--- config.mk ---
export PLATFORM = sky130hd
export DESIGN_NAME = csb_collision_backoff
export DESIGN_NICKNAME = d
export VERILOG_FILES = /design/src/csb_pkg.sv /design/src/csb_collision_backoff.sv /design/src/csb_slot_timer.sv
export SDC_FILE = /design/constraint.sdc
export NUM_CORES = 1
export LEC_CHECK = 0
export BUFFER_PORTS_ARGS = -buffer_cell sky130_fd_sc_hd__buf_2
export CORE_UTILIZATION = 57
export DETAILED_ROUTE_END_ITERATION = 12
export PLACE_DENSITY_LB_ADDON = 0.25
export REMOVE_ABC_BUFFERS = 1
export SYNTH_ARGS = -nofsm -noshare
export SYNTH_HDL_FRONTEND = slang
export SYNTH_SLANG_ARGS = --single-unit
--- constraint.sdc ---
create_clock -name clk -period 3.5 [get_ports clk]
set_input_delay 0 -clock clk [delete_from_list [all_inputs] [get_ports clk]]
set_output_delay 0 -clock clk [all_outputs]
set_load 0.005 [all_outputs]
--- src/csb_pkg.sv ---
// shared constants and types for the collision backoff block
package csb_pkg;
   // ==========================================================
   // register offsets (byte addresses on the apb bus)
   localparam logic [7:0] CSB_CTRL_OFS = 8'h00;
   localparam logic [7:0] CSB_SLOT_OFS = 8'h04;
   localparam logic [7:0] CSB_GAP_OFS = 8'h08;
   localparam logic [7:0] CSB_COLL_OFS = 8'h0c;
   localparam logic [7:0] CSB_BKOFF_OFS = 8'h10;
   localparam logic [7:0] CSB_STAT_OFS = 8'h14;
   // ==========================================================
   // control register field positions
   localparam int CSB_TXEN_BIT = 0;
   localparam int CSB_RXEN_BIT = 1;
   localparam int CSB_SDLC_BIT = 2;
   localparam int CSB_BMLO_BIT = 3;
   localparam int CSB_BMHI_BIT = 4;
   localparam int CSB_IRQEN_BIT = 5;
   // slot register: [5:0] station slot, then these two
   localparam int CSB_DET_BIT = 6;
   localparam int CSB_JAMDC_BIT = 7;
   // status flag positions, write one to clear
   localparam int CSB_TXCOLL_BIT = 0;
   localparam int CSB_RXABT_BIT = 1;
   localparam int CSB_TXDONE_BIT = 2;
   localparam int CSB_RXDONE_BIT = 3;
   // ==========================================================
   // reset values and timing counts
   localparam logic [7:0] CSB_GAP_RST = 8'h00;
   localparam logic [7:0] CSB_LFSR_SEED = 8'hff;
   localparam logic [5:0] CSB_JAM_BITS = 6'h20;
   localparam logic [7:0] CSB_RES_SLOTS = 8'h40;
   localparam logic [7:0] CSB_TOP_SLOT = 8'h3f;
   localparam logic [8:0] CSB_GAP_ZERO = 9'h100;
   // ==========================================================
   // link-side carriers from and to the framer
   typedef struct packed {
      logic lineBusy;      // carrier sensed on the link
      logic collision;     // collision detector
      logic txPreamble;    // transmitter is in preamble or flag
      logic txFifoEmpty;   // tx_fifo holds nothing
      logic txLastSent;    // last byte has left the shifter
      logic rxActive;      // receiver is inside a frame
      logic rxFifoHasData; // a byte of this frame reached rx_fifo
      logic rxEof;         // end flag seen on a good frame
   } csb_link_in_t;
   typedef struct packed {
      logic txGrant;       // framer may send
      logic jamActive;     // framer sends jam
      logic jamLevel;      // line level during jam
      logic rxHalt;        // receiver must drop the frame
   } csb_link_out_t;
   typedef enum logic [2:0] {
      ST_IDLE, ST_SEND, ST_JAM, ST_BACKOFF, ST_RESWAIT
   } csb_state_t;
endpackage

--- src/csb_collision_backoff.sv ---
// collision, retry, backoff and frame completion control with apb access
// Function
// - late collision: set flag, jam, no retry
// - early collision: retry up to eight attempts
// - ninth collision: jam, backoff, disable tx
// - collision shifts count left, ones in
// - count overflow stops channel, sets flag
// - random slot masked by shift count
// - normal mode waits longer of gap, backoff
// - alternate mode waits gap plus backoff
// - missed slot waits whole resolution period
// - retransmit only after gap of idle line
// - gap timing follows line at all times
// - transmitters back off, receivers only detect outside deterministic mode
// - receiver collision stops, maybe aborts frame
// - deterministic: fixed slots, receivers back off
// - tx empty and sent: done, clear enable
// - end flag: rx done, clear enable
// - backoff timer slot-rate, writes ignored
// - slot 63 first, zero waits all
// - jam type picks constant or alternating
//
// The APB slave port and the placing of the registers are this design's own decisions.
`timescale 1ns/10ps
`default_nettype none
module csb_collision_backoff
   import csb_pkg::*;
#(
   parameter int BIT_DIV = 10,
   parameter int SLOT_BITS = 64
) (
   // clock and reset
   input wire logic clk,
   input wire logic srst,
   // apb slave
   input wire logic psel,
   input wire logic penable,
   input wire logic pwrite,
   input wire logic [7:0] paddr,
   input wire logic [31:0] pwdata,
   output logic [31:0] prdata,
   output logic pready,
   output logic pslverr,
   // link side
   input wire csb_link_in_t linkIn,
   output csb_link_out_t linkOut,
   // enables and alarm seen by the framers
   output logic txEnable,
   output logic rxEnable,
   output logic collisionIrq
);
   // ==========================================================
   // state
   csb_state_t state_r, state_nxt;
   logic txEn_r, txEn_nxt;           // tx_enable
   logic rxEn_r, rxEn_nxt;           // rx_enable_bit
   logic sdlc_r, sdlc_nxt;           // low means collision-detect link
   logic bmLo_r, bmLo_nxt;           // backoff_mode_low
   logic bmHi_r, bmHi_nxt;           // backoff_mode_high
   logic irqEn_r, irqEn_nxt;         // collision alarm enable
   logic [7:0] slot_r, slot_nxt;     // station slot, det, jam type
   logic [7:0] gap_r, gap_nxt;       // interframe_gap in bit times
   logic [7:0] coll_r, coll_nxt;     // collision_shift_count
   logic [3:0] flags_r, flags_nxt;   // sticky status flags
   logic [5:0] jamCnt_r, jamCnt_nxt; // jam bits sent
   logic late_r, late_nxt;           // jam after a late collision
   logic final_r, final_nxt;         // jam after count overflow
   logic [8:0] ifs_r, ifs_nxt;       // interframe gap remaining
   logic [7:0] lfsr_r, lfsr_nxt;     // random source
   csb_link_out_t out_r, out_nxt;
   logic irq_r, irq_nxt;
   logic [31:0] rdata_r, rdata_nxt;
   logic ready_r, ready_nxt;
   logic err_r, err_nxt;
   // ==========================================================
   // combinational helpers
   logic access, wrEn, mapped, ifsDone, alt, det, csma;
   logic tmrLoad, tmrRun, tmrZero, bitTick;
   logic [7:0] tmrLoadVal, tmrValue, slotWait;

   // gap reload: zero stands for the longest gap
   function automatic logic [8:0] gapLoad(input logic [7:0] g);
      gapLoad = (g == 8'h00) ? CSB_GAP_ZERO : {1'b0, g};
   endfunction

   // address decode shared by write and error paths
   function automatic logic isMapped(input logic [7:0] a);
      isMapped = (a == CSB_CTRL_OFS) || (a == CSB_SLOT_OFS) ||
         (a == CSB_GAP_OFS) || (a == CSB_COLL_OFS) ||
         (a == CSB_BKOFF_OFS) || (a == CSB_STAT_OFS);
   endfunction

   assign access = psel && penable && ready_r;
   assign wrEn = access && pwrite && isMapped(paddr);
   assign mapped = isMapped(paddr);
   assign ifsDone = (ifs_r == 9'h000);
   assign alt = bmLo_r && bmHi_r;
   assign det = slot_r[CSB_DET_BIT];
   assign csma = !sdlc_r;

   // deterministic slot order, random slot under mask
   assign slotWait = det ? ((slot_r[5:0] == 6'h00) ? CSB_RES_SLOTS :
                            (CSB_TOP_SLOT - {2'b00, slot_r[5:0]})) :
                     (lfsr_r & coll_r);

   // ==========================================================
   // backoff timer and tick divider
   csb_slot_timer #(
      .BIT_DIV(BIT_DIV),
      .SLOT_BITS(SLOT_BITS)
   ) u_timer (
      .clk(clk),
      .srst(srst),
      .load(tmrLoad),
      .loadVal(tmrLoadVal),
      .run(tmrRun),
      .bitTick(bitTick),
      .zero(tmrZero),
      .value(tmrValue)
   );

   // ==========================================================
   // apb answer: one wait cycle, then pready for one cycle
   always_comb begin
      ready_nxt = psel && penable && !ready_r;
      err_nxt = psel && penable && !ready_r && !mapped;
      rdata_nxt = 32'h0000_0000;
      // unmapped or write access reads as zero
      if (psel && penable && !ready_r && !pwrite) begin
         case (paddr)
            CSB_CTRL_OFS: rdata_nxt[5:0] =
               {irqEn_r, bmHi_r, bmLo_r, sdlc_r, rxEn_r, txEn_r};
            CSB_SLOT_OFS: rdata_nxt[7:0] = slot_r;
            CSB_GAP_OFS: rdata_nxt[7:0] = gap_r;
            CSB_COLL_OFS: rdata_nxt[7:0] = coll_r;
            CSB_BKOFF_OFS: rdata_nxt[7:0] = tmrValue;
            CSB_STAT_OFS: rdata_nxt[3:0] = flags_r;
            default: rdata_nxt = 32'h0000_0000;
         endcase
      end
   end

   always_ff @(posedge clk) begin
      if (srst) begin
         ready_r <= 1'b0;
         err_r <= 1'b0;
         rdata_r <= 32'h0000_0000;
      end else begin
         ready_r <= ready_nxt;
         err_r <= err_nxt;
         rdata_r <= rdata_nxt;
      end
   end

   // ==========================================================
   // interframe gap and random source
   always_comb begin
      lfsr_nxt = {lfsr_r[6:0], lfsr_r[7] ^ lfsr_r[5] ^ lfsr_r[4] ^
                  lfsr_r[3]};
      ifs_nxt = ifs_r;
      // gap tracks the line even when not sending
      if (linkIn.lineBusy) begin
         ifs_nxt = gapLoad(gap_r);
      end else if (bitTick && !ifsDone) begin
         ifs_nxt = ifs_r - 9'h001;
      end
   end

   always_ff @(posedge clk) begin
      if (srst) begin
         lfsr_r <= CSB_LFSR_SEED;
         ifs_r <= 9'h000;
      end else begin
         lfsr_r <= lfsr_nxt;
         ifs_r <= ifs_nxt;
      end
   end

   // ==========================================================
   // software writes, then hardware events (hardware wins)
   always_comb begin
      state_nxt = state_r;
      txEn_nxt = txEn_r;
      rxEn_nxt = rxEn_r;
      sdlc_nxt = sdlc_r;
      bmLo_nxt = bmLo_r;
      bmHi_nxt = bmHi_r;
      irqEn_nxt = irqEn_r;
      slot_nxt = slot_r;
      gap_nxt = gap_r;
      coll_nxt = coll_r;
      flags_nxt = flags_r;
      jamCnt_nxt = jamCnt_r;
      late_nxt = late_r;
      final_nxt = final_r;
      tmrLoad = 1'b0;
      tmrLoadVal = slotWait;
      tmrRun = 1'b0;
      out_nxt = out_r;
      out_nxt.rxHalt = 1'b0;
      if (wrEn) begin
         case (paddr)
            CSB_CTRL_OFS: begin
               txEn_nxt = pwdata[CSB_TXEN_BIT];
               rxEn_nxt = pwdata[CSB_RXEN_BIT];
               sdlc_nxt = pwdata[CSB_SDLC_BIT];
               bmLo_nxt = pwdata[CSB_BMLO_BIT];
               bmHi_nxt = pwdata[CSB_BMHI_BIT];
               irqEn_nxt = pwdata[CSB_IRQEN_BIT];
               if (pwdata[CSB_TXEN_BIT] && !txEn_r) begin
                  flags_nxt[CSB_TXCOLL_BIT] = 1'b0;
                  flags_nxt[CSB_TXDONE_BIT] = 1'b0;
               end
               if (pwdata[CSB_RXEN_BIT] && !rxEn_r) begin
                  flags_nxt[CSB_RXABT_BIT] = 1'b0;
                  flags_nxt[CSB_RXDONE_BIT] = 1'b0;
               end
            end
            CSB_SLOT_OFS: slot_nxt = pwdata[7:0];
            CSB_GAP_OFS: gap_nxt = pwdata[7:0];
            CSB_COLL_OFS: coll_nxt = pwdata[7:0];
            CSB_STAT_OFS: flags_nxt = flags_r & ~pwdata[3:0];
            // backoff timer writes have no effect
            default: ;
         endcase
      end
      case (state_r)
         ST_IDLE: begin
            if (csma && det && linkIn.collision && linkIn.rxActive) begin
               tmrLoad = 1'b1;
               final_nxt = 1'b0;
               state_nxt = ST_BACKOFF;
            // start only after an idle gap
            end else if (txEn_r && !linkIn.txFifoEmpty && ifsDone &&
                         !linkIn.lineBusy) begin
               state_nxt = ST_SEND;
            end
         end
         ST_SEND: begin
            if (csma && linkIn.collision) begin
               // shift left, one into the low bit
               coll_nxt = {coll_r[6:0], 1'b1};
               jamCnt_nxt = 6'h00;
               late_nxt = !linkIn.txPreamble;
               final_nxt = coll_r[7];
               // late collision or overflow flags it
               if (!linkIn.txPreamble || coll_r[7]) begin
                  flags_nxt[CSB_TXCOLL_BIT] = 1'b1;
               end
               state_nxt = ST_JAM;
            // tx_fifo empty and last byte out
            end else if (linkIn.txFifoEmpty && linkIn.txLastSent) begin
               flags_nxt[CSB_TXDONE_BIT] = 1'b1;
               txEn_nxt = 1'b0;
               state_nxt = ST_IDLE;
            end else if (!txEn_r) begin
               state_nxt = ST_IDLE;
            end
         end
         ST_JAM: begin
            // constant jam or one toggle per bit
            out_nxt.jamLevel = slot_r[CSB_JAMDC_BIT] ? 1'b1 :
                               (out_r.jamLevel ^ bitTick);
            if (bitTick) begin
               jamCnt_nxt = jamCnt_r + 6'h01;
            end
            if (bitTick && jamCnt_r == CSB_JAM_BITS - 6'h01) begin
               if (late_r) begin
                  txEn_nxt = 1'b0;
                  state_nxt = ST_IDLE;
               end else begin
                  tmrLoad = 1'b1;
                  state_nxt = ST_BACKOFF;
               end
            end
         end
         ST_BACKOFF: begin
            // alternate holds backoff until gap ends, else both run
            tmrRun = alt ? ifsDone : 1'b1;
            if (tmrZero && ifsDone) begin
               if (final_r) begin
                  txEn_nxt = 1'b0;
                  state_nxt = ST_IDLE;
               end else if (!txEn_r) begin
                  state_nxt = ST_IDLE;
               // not ready at the slot: sit out resolution
               end else if (linkIn.txFifoEmpty || linkIn.lineBusy) begin
                  tmrLoad = 1'b1;
                  tmrLoadVal = CSB_RES_SLOTS;
                  state_nxt = ST_RESWAIT;
               end else begin
                  state_nxt = ST_SEND;
               end
            // software abort of a pending retry
            end else if (!txEn_r && !det) begin
               state_nxt = ST_IDLE;
            end
         end
         ST_RESWAIT: begin
            tmrRun = 1'b1;
            if (tmrZero || !txEn_r) begin
               state_nxt = ST_IDLE;
            end
         end
         default: state_nxt = ST_IDLE;
      endcase
      if (csma && linkIn.collision && linkIn.rxActive && rxEn_r) begin
         out_nxt.rxHalt = 1'b1;
         if (linkIn.rxFifoHasData) begin
            flags_nxt[CSB_RXABT_BIT] = 1'b1;
            rxEn_nxt = 1'b0;
         end
      end else if (linkIn.rxEof && rxEn_r) begin
         flags_nxt[CSB_RXDONE_BIT] = 1'b1;
         rxEn_nxt = 1'b0;
      end
      out_nxt.txGrant = (state_nxt == ST_SEND);
      out_nxt.jamActive = (state_nxt == ST_JAM);
      irq_nxt = irqEn_nxt && flags_nxt[CSB_TXCOLL_BIT];
   end

   // registers only
   always_ff @(posedge clk) begin
      if (srst) begin
         state_r <= ST_IDLE;
         txEn_r <= 1'b0;
         rxEn_r <= 1'b0;
         sdlc_r <= 1'b0;
         bmLo_r <= 1'b0;
         bmHi_r <= 1'b0;
         irqEn_r <= 1'b0;
         slot_r <= 8'h00;
         gap_r <= CSB_GAP_RST;
         coll_r <= 8'h00;
         flags_r <= 4'h0;
         jamCnt_r <= 6'h00;
         late_r <= 1'b0;
         final_r <= 1'b0;
         out_r <= '0;
         irq_r <= 1'b0;
      end else begin
         state_r <= state_nxt;
         txEn_r <= txEn_nxt;
         rxEn_r <= rxEn_nxt;
         sdlc_r <= sdlc_nxt;
         bmLo_r <= bmLo_nxt;
         bmHi_r <= bmHi_nxt;
         irqEn_r <= irqEn_nxt;
         slot_r <= slot_nxt;
         gap_r <= gap_nxt;
         coll_r <= coll_nxt;
         flags_r <= flags_nxt;
         jamCnt_r <= jamCnt_nxt;
         late_r <= late_nxt;
         final_r <= final_nxt;
         out_r <= out_nxt;
         irq_r <= irq_nxt;
      end
   end

   assign prdata = rdata_r;
   assign pready = ready_r;
   assign pslverr = err_r;
   assign linkOut = out_r;
   assign txEnable = txEn_r;
   assign rxEnable = rxEn_r;
   assign collisionIrq = irq_r;

   logic sendColl;
   assign sendColl = state_r == ST_SEND && csma && linkIn.collision;
endmodule // csb_collision_backoff
`default_nettype wire

--- src/csb_slot_timer.sv ---
// bit and slot tick divider plus the eight-bit backoff down-counter
`timescale 1ns/10ps
`default_nettype none
module csb_slot_timer
   import csb_pkg::*;
#(
   parameter int BIT_DIV = 10,
   parameter int SLOT_BITS = 64
) (
   // clock and reset
   input wire logic clk,
   input wire logic srst,
   // counter control
   input wire logic load,
   input wire logic [7:0] loadVal,
   input wire logic run,
   // ticks and state
   output logic bitTick,
   output logic zero,
   output logic [7:0] value
);
   // ==========================================================
   // dividers
   logic [15:0] divCnt_r, divCnt_nxt; // clocks within one bit
   logic [15:0] bitCnt_r, bitCnt_nxt; // bits within one slot
   logic bitTick_r, bitTick_nxt;
   logic slotTick_r, slotTick_nxt;
   logic [7:0] tmr_r, tmr_nxt;        // backoff count in slots

   // next values of dividers and counter
   always_comb begin
      divCnt_nxt = divCnt_r + 16'h0001;
      bitCnt_nxt = bitCnt_r;
      bitTick_nxt = 1'b0;
      slotTick_nxt = 1'b0;
      tmr_nxt = tmr_r;
      if (divCnt_r == 16'(BIT_DIV - 1)) begin
         divCnt_nxt = 16'h0000;
         bitTick_nxt = 1'b1;
         bitCnt_nxt = bitCnt_r + 16'h0001;
         if (bitCnt_r == 16'(SLOT_BITS - 1)) begin
            bitCnt_nxt = 16'h0000;
            slotTick_nxt = 1'b1;
         end
      end
      if (load) begin
         tmr_nxt = loadVal;
      end else if (run && slotTick_r && tmr_r != 8'h00) begin
         tmr_nxt = tmr_r - 8'h01;
      end
   end

   // registers only
   always_ff @(posedge clk) begin
      if (srst) begin
         divCnt_r <= 16'h0000;
         bitCnt_r <= 16'h0000;
         bitTick_r <= 1'b0;
         slotTick_r <= 1'b0;
         tmr_r <= 8'h00;
      end else begin
         divCnt_r <= divCnt_nxt;
         bitCnt_r <= bitCnt_nxt;
         bitTick_r <= bitTick_nxt;
         slotTick_r <= slotTick_nxt;
         tmr_r <= tmr_nxt;
      end
   end

   assign bitTick = bitTick_r;
   assign zero = (tmr_r == 8'h00);
   assign value = tmr_r;
endmodule // csb_slot_timer
`default_nettype wire

==> impl_results.md, run 1 <==
* Status: complete, no violations
* Warnings from Yosys at 0
* # DRC at 0
* Net Switching at 0.679 mW
* DIE WIDTH at 104 µm
* Drt total wl at 15300 µm
* TritonCTS buffer count at 17
* Power density over the cells at 465 nW/µm²
* R2R setup slack at 0.48 ns
* Biggest area consumer among synthesized cells: dfxtp_1
* Share of layout cells above drive strength 1 at 14.2%
* RSZ-0062 raised after global routing: no
* Seq pwr share at 42.3%
* Peak VDD IR at 290 µV
* Synth async-reset ratio at 0%
* Final hold viol count at 0
* Antenna viol nets, final at 0
* Measured slew at the worst slew-check pin at 0.869 ns
* Vias post-DR at 5411
* Detailed placement HPWL at 10400 µm
* # fillers at 760
* Most instantiated cells after synthesis: dfxtp_1 (119), nor2_1 (98), nand2_1 (45)
* Worst-path clk slew at 0.06 ns
* Post-synth EDFFs at 0
* Synth Instances at 679
* Critical path data arrival time at 3.39 ns
* R2R depth at 7
* Hold slack final at 0.0423 ns
* DRT iter0 DRCs at 473
* Internal power at 2.57 mW
* Footprint of the multi-input gates at 3230 µm²
* Hold_buf cts at 26
* Critical-path top delay cell: or4_1
* Clock period minus worst slack at 3.02 ns
* Post-CTS setup buffer count at 0
* CP Launch Type: register
* Nature of the critical path endpoint: register
* Clock power share at 53.3%
* Post-CTS resize count at 0
* Non-Filler Instances at 885
* Input/output buffers at 45
* GPL Wtd Cong at 0.894
* Crit-path leading delay family: simple AND/OR/NAND/NOR gates
* Overall power at 3.25 mW
* Diode count at 0
* Placed cell count at 830
* Grt ovf at 0
* Top-count cell post-synth: dfxtp_1
* Worst Hold Class: in2reg
* Wire per inst at 17.3 µm
* Max_slew headroom at 41.8%
* Setup violators final at 0
* HP Start: paddr[4]
* Core box area at 9910 µm²
* Seq/Total Area, Yosys at 40.2%
* Setup TNS at 0 ns
* Initial antenna violation count at 0
* Nets@finish at 802
* Total GRT Usage at 29.2%
* Fin crit share at 86.2%
* Initial Util at 59.7%
* Sw frac at 20.9%
* Endpoint, Worst Hold: flags_r[0]$_SDFF_PP0_
* Gate power share at 4.3%
* Area grow syn2layout at 18.0%
* Fmax at 332 MHz
* Worst R2R Start: ifs_r[0]$_SDFFE_PP0P_
* Sink Count at 119
* Share of the synthesized area in the top cell type at 40.2%
* TritonCTS clock tree: yes
* CP max stage delay at 0.76 ns
* Lkg Pwr at 2.82 nW
* Vias/cell at 6.11
* Die Footprint at 10800 µm²
* CTS max path bufs at 2
* Yosys cell types at 69
* Dominant synthesized flop cell: dfxtp_1
* Detailed Routing Iterations Pass 1 at 5
* Vias in the first global route at 5250
* Bufs and invs on worst path at 1
* Critical-path maximum fanout at 8
* Req. time, crit path at 3.87 ns
* # Max-Cap Violations at 0
* First-pass GRT wire length at 25100 µm
* Worst skew pair latency at 0.52 ns
* Average size of a mapped cell at 8.72 µm²
* Setup Crit Path Kind: reg2reg
* Layout Skew at 0.00484 ns
* Site Rows at 36
* IO Pins at 94
* Post-Syn Area at 5920 µm²
* Sequential cell area at 2380 µm²
* Largest net degree at the start of global routing at 53
* Number of synthesized register bits at 119
* Max Slew Vio Count at 0
* CP cell instances: inv_1, ha_1, or4b_1, or4_4, or4_1, a31oi_4, a311oi_1
* Min-Delay Path Depth at 4
* Worst R2R End: u_timer.value[2]$_SDFFE_PP0P_
* Die Y at 104 µm
* CTS root buffer: clkbuf_8
* Synth area leaders: dfxtp_1 (40%), nor2_1 (6.2%), mux2i_1 (4.6%)
* H-Tree Depth at 4
power by group through the flow:
| stage | logic [mW] | registers (mW) | clock network (mW) |
|---|---|---|---|
| after floorplan | 0.0580 | 1.40 | 0 |
| after global placement | 0.116 | 1.40 | 0 |
| after detailed placement | 0.119 | 1.40 | 0 |
| after CTS | 0.138 | 1.38 | 1.76 |
| after global routing | 0.153 | 1.38 | 1.81 |
| final | 0.141 | 1.38 | 1.73 |
routing by layer:
| metal | vias up | part of all wire (%) | global-route usage, % | wire [µm] |
|---|---|---|---|---|
| met5 | - | 0 | 0 | 0 |
| met4 | 0 | 3.4 | 15.0 | 527 |
| met3 | 61 | 7.5 | 7.27 | 1140 |
| met2 | 269 | 47 | 49.0 | 7280 |
| met1 | 2541 | 42 | 34.6 | 6380 |
| li1 | 2540 | - | - | - |
state kept, by name (all words and copies together) (netlist names), 6 cells and up:
signal            flops
u_timer.divCnt_r     16
gap_r                 8
slot_r                8
coll_r                8
ifs_r                 9
u_timer.bitCnt_r     16
lfsr_r                8
u_timer.value         8
jamCnt_r              6
prdata                8
worst max path at each step:
stage | from | endpoint | slack (ns) | cells past startpoint
floorplan | u_timer.value[0]$_SDFFE_PP0P_ | u_timer.value[2]$_SDFFE_PP0P_ | 0.80 | 7
global placement | ifs_r[0]$_SDFFE_PP0P_ | u_timer.value[2]$_SDFFE_PP0P_ | 0.62 | 7
detailed placement | ifs_r[0]$_SDFFE_PP0P_ | u_timer.value[2]$_SDFFE_PP0P_ | 0.59 | 7
CTS | ifs_r[0]$_SDFFE_PP0P_ | u_timer.value[2]$_SDFFE_PP0P_ | 0.54 | 7
global route | ifs_r[0]$_SDFFE_PP0P_ | u_timer.value[2]$_SDFFE_PP0P_ | 0.38 | 7
finish | ifs_r[0]$_SDFFE_PP0P_ | u_timer.value[2]$_SDFFE_PP0P_ | 0.48 | 7
metrics by stage:
| step | setup slack, ns | util, % | instance area [µm²] |
|---|---|---|---|
| after floorplan | 0.800 | - | 5690 |
| after global placement | 0.615 | 62.0 | 6140 |
| after detailed placement | 0.588 | 62.0 | 6140 |
| after CTS | 0.540 | 70.5 | 6990 |
| after global routing | 0.382 | 70.5 | 6990 |
| final | 0.484 | 70.5 | 6990 |
cells in the final DEF, fill, tap and decap left out, types with 13 or more instances in the layout:
master         Yosys  routed
xor2_1            21      21
conb_1             1      24
nor3_1            20      20
clkbuf_16          0      16
a21oi_1           18      18
nand4_1           22      22
nor4_1            13      13
a211oi_1          13      13
buf_2              1      45
nor2_1            98      98
nand3_1           25      25
nand2_1           45      45
mux2i_1           27      27
xnor2_1           17      17
dfxtp_1          119     119
inv_1             20      20
dlygate4sd3_1      0      26
o21ai_0           14      14
area by class of cell:
class	instances	share of cell area (%)
clock buffers	18	6.12
multi-input cells	504	46.2
inverters	21	1.13
well taps	133	2.38
flip-flops and latches	119	34.1
clock inverters	11	2.26
repair buffers	79	7.81
kinds of logic (layout without fill, tap and decap cells):
family / count (synthesis) / count (layout) / share of synthesized area (%)
fa+ha+maj: 7 / 7 / 1.48
other cells: 1 / 24 / 0.0633
mux: 36 / 36 / 7.42
xor+xnor: 38 / 38 / 5.62
buf+inv: 79 / 129 / 6.68
simple gates: 289 / 289 / 24.9
compound gates: 110 / 110 / 13.6
flops: 119 / 119 / 40.2
worst register-to-register path, delay by kind of cell, from the launching register on:
family	cells	cell delay, ns
compound gates	2	0.38
fa+ha+maj	1	0.15
buf+inv	1	0.11
flops	1	0.31
simple gates	3	1.92
(Power assumes the default switching activity.)
==> run 2: changes to the inputs <==
CORE_UTILIZATION = 50   (was 57)
==> impl_results.md, run 2 (same netlist as run 1, synthesis figures left out) <==
* Setup TNS at 0 ns (unchanged)
* First-pass GRT wire length at 25000 µm (-0.44%)
* Measured slew at the worst slew-check pin at 0.875 ns (+0.00562 ns)
* Critical-path maximum fanout at 8 (unchanged)
* Post-CTS resize count at 0 (unchanged)
* Fin crit share at 84.0% (-2.2 points)
* Wire per inst at 17.0 µm (-2.1%)
* GPL Wtd Cong at 0.874 (-2.3%)
* TritonCTS clock tree: yes
* Area grow syn2layout at 17.1%
* Initial Util at 51.6% (-8.1 points)
* TritonCTS buffer count at 17 (unchanged)
* # DRC at 0 (unchanged)
* Detailed Routing Iterations Pass 1 at 5 (unchanged)
* Vias post-DR at 5256 (-2.9%)
* Req. time, crit path at 3.77 ns (-0.10 ns)
* Nets@finish at 794 (-1.0%)
* Largest net degree at the start of global routing at 73 (+38%)
* Sw frac at 21.3% (+0.40 points)
* Critical path data arrival time at 3.21 ns (-0.18 ns)
* CTS max path bufs at 2 (unchanged)
* HP Start: linkIn[1]
* Nature of the critical path endpoint: register
* Status: complete, no violations
* Drt total wl at 15100 µm (-1.5%)
* Power density over the cells at 468 nW/µm² (+0.57%)
* Initial antenna violation count at 0 (unchanged)
* DRT iter0 DRCs at 427 (-9.7%)
* Diode count at 0 (unchanged)
* Worst-path clk slew at 0.05 ns (about the same)
* Gate power share at 4.2% (about the same)
* Worst skew pair latency at 0.42 ns (-0.10 ns)
* DIE WIDTH at 111 µm (+6.6%)
* Worst R2R Start: ifs_r[0]$_SDFFE_PP0P_
* Core box area at 11500 µm² (+16%)
* Setup Crit Path Kind: reg2reg
* Seq pwr share at 42.4% (about the same)
* IO Pins at 94 (unchanged)
* Share of layout cells above drive strength 1 at 14.5% (+0.23 points)
* Site Rows at 39 (+8.3%)
* RSZ-0062 raised after global routing: no
* Input/output buffers at 45 (unchanged)
* Layout Skew at 0.00828 ns (+0.00344 ns)
* Clock period minus worst slack at 2.94 ns (-0.0772 ns)
* Vias/cell at 5.91 (-3.4%)
* Lkg Pwr at 2.80 nW (-0.65%)
* Setup violators final at 0 (unchanged)
* Die Y at 111 µm (+6.6%)
* Post-CTS setup buffer count at 0 (unchanged)
* Worst slack at placement at 0.564 ns (-0.0245 ns)
* Overall power at 3.24 mW (-0.25%)
* H-Tree Depth at 4 (unchanged)
* Post-layout util at 60.4% (-10 points)
* Final Worst Setup Slack at 0.561 ns (+0.0772 ns)
* Die Footprint at 12300 µm² (+14%)
* # fillers at 1007 (+33%)
* Net Switching at 0.690 mW (+1.6%)
* Vias in the first global route at 5035 (-4.1%)
* Clock power share at 53.4% (about the same)
* Max Slew Vio Count at 0 (unchanged)
* Sink Count at 119 (unchanged)
* Internal power at 2.55 mW (-0.75%)
* Worst Hold Class: in2reg
* Fmax at 340 MHz (+2.6%)
* Total GRT Usage at 25.7% (-3.5 points)
* Endpoint, Worst Hold: flags_r[1]$_SDFF_PP0_
* Detailed placement HPWL at 10600 µm (+1.7%)
* # Max-Cap Violations at 0 (unchanged)
* Min-Delay Path Depth at 4 (unchanged)
* R2R depth at 7 (unchanged)
* Peak VDD IR at 345 µV (+19%)
* Antenna viol nets, final at 0 (unchanged)
* Top Registers: u_timer.bitCnt_r (16), u_timer.divCnt_r (16), ifs_r (9)
* Worst R2R End: u_timer.value[2]$_SDFFE_PP0P_
* Grt ovf at 0 (unchanged)
* Most common cell after layout, fill and taps aside: dfxtp_1
* Max_slew headroom at 41.2% (-0.61 points)
* Commonest non-fill, non-tap cells in the layout: dfxtp_1 (119), nor2_1 (98), nand2_1 (45), buf_2 (45), mux2i_1 (27)
* CTS root buffer: clkbuf_16
* CP Launch Type: register
* Final hold viol count at 0 (unchanged)
* R2R setup slack at 0.56 ns (+0.08 ns)
-- run 2: cell count changes in the layout (fill, tap and decap cells not counted), sizes merged --
| cell | delta |
|---|---|
| dlygate4sd3 | -8 |
| clkbuf | +6 |
| bufinv | -2 |
| clkinvlp | -1 |
-- run 2: area by class of cell --
cell class	instances	area, µm²	area share, %
Timing Repair Buffer	71	465	6.72
Inverter	21	78.8	1.14
Tap cell	143	179	2.58
Multi-Input combinational cell	504	3230	46.6
Clock buffer	24	502	7.24
Clock inverter	8	93.8	1.35
Sequential cell	119	2380	34.4
-- run 2: timing repair --
| action | CTS | global route |
|---|---|---|
| hold endpoints to repair | 37 | 0 |
| setup endpoints to repair | 0 | 0 |
| hold buffers | 18 | 0 |
-- run 2: critical path, cell delays in order (launching register included) --
cell      delay, ns
dfxtp_1        0.31
inv_1          0.11
ha_1           0.15
or4b_1         0.54
or4_4          0.59
or4_1          0.76
a31oi_4        0.23
a311oi_1       0.10
-- run 2: worst max-delay path by stage --
stage / startpoint / endpoint / slack [ns]
4_1_cts: ifs_r[0]$_SDFFE_PP0P_ / u_timer.value[2]$_SDFFE_PP0P_ / 0.56
6_report: ifs_r[0]$_SDFFE_PP0P_ / u_timer.value[2]$_SDFFE_PP0P_ / 0.56
3_3_place_gp: ifs_r[0]$_SDFFE_PP0P_ / u_timer.value[2]$_SDFFE_PP0P_ / 0.62
5_1_grt: u_timer.value[0]$_SDFFE_PP0P_ / u_timer.value[2]$_SDFFE_PP0P_ / 0.46
3_5_place_dp: ifs_r[0]$_SDFFE_PP0P_ / u_timer.value[2]$_SDFFE_PP0P_ / 0.56
2_1_floorplan: u_timer.value[0]$_SDFFE_PP0P_ / u_timer.value[2]$_SDFFE_PP0P_ / 0.80
-- run 2: metal layers --
layer | share of wire, % | routed length, µm | GRT usage, %
met5 | 0 | 0 | 0
met4 | 2.6 | 396 | 11.2
met3 | 7.2 | 1090 | 6.45
met2 | 48 | 7200 | 41.9
met1 | 42 | 6420 | 32.1
-- run 2: per-stage QoR --
step	hold WS (ns)	std cells	instance area, µm²
floorplan	0.0691	644	5690
detailed placement	0.232	840	6150
global route	0.0605	890	6930
finish	0.0552	890	6930
CTS	0.0320	890	6930
global placement	0.225	840	6150
-- run 2: power by group through the flow --
| stage | Combinational, mW | Sequential, mW | Clock, mW |
|---|---|---|---|
| floorplan | 0.0580 | 1.40 | 0 |
| global placement | 0.117 | 1.40 | 0 |
| detailed placement | 0.120 | 1.40 | 0 |
| CTS | 0.134 | 1.38 | 1.76 |
| global route | 0.149 | 1.38 | 1.83 |
| finish | 0.135 | 1.38 | 1.73 |
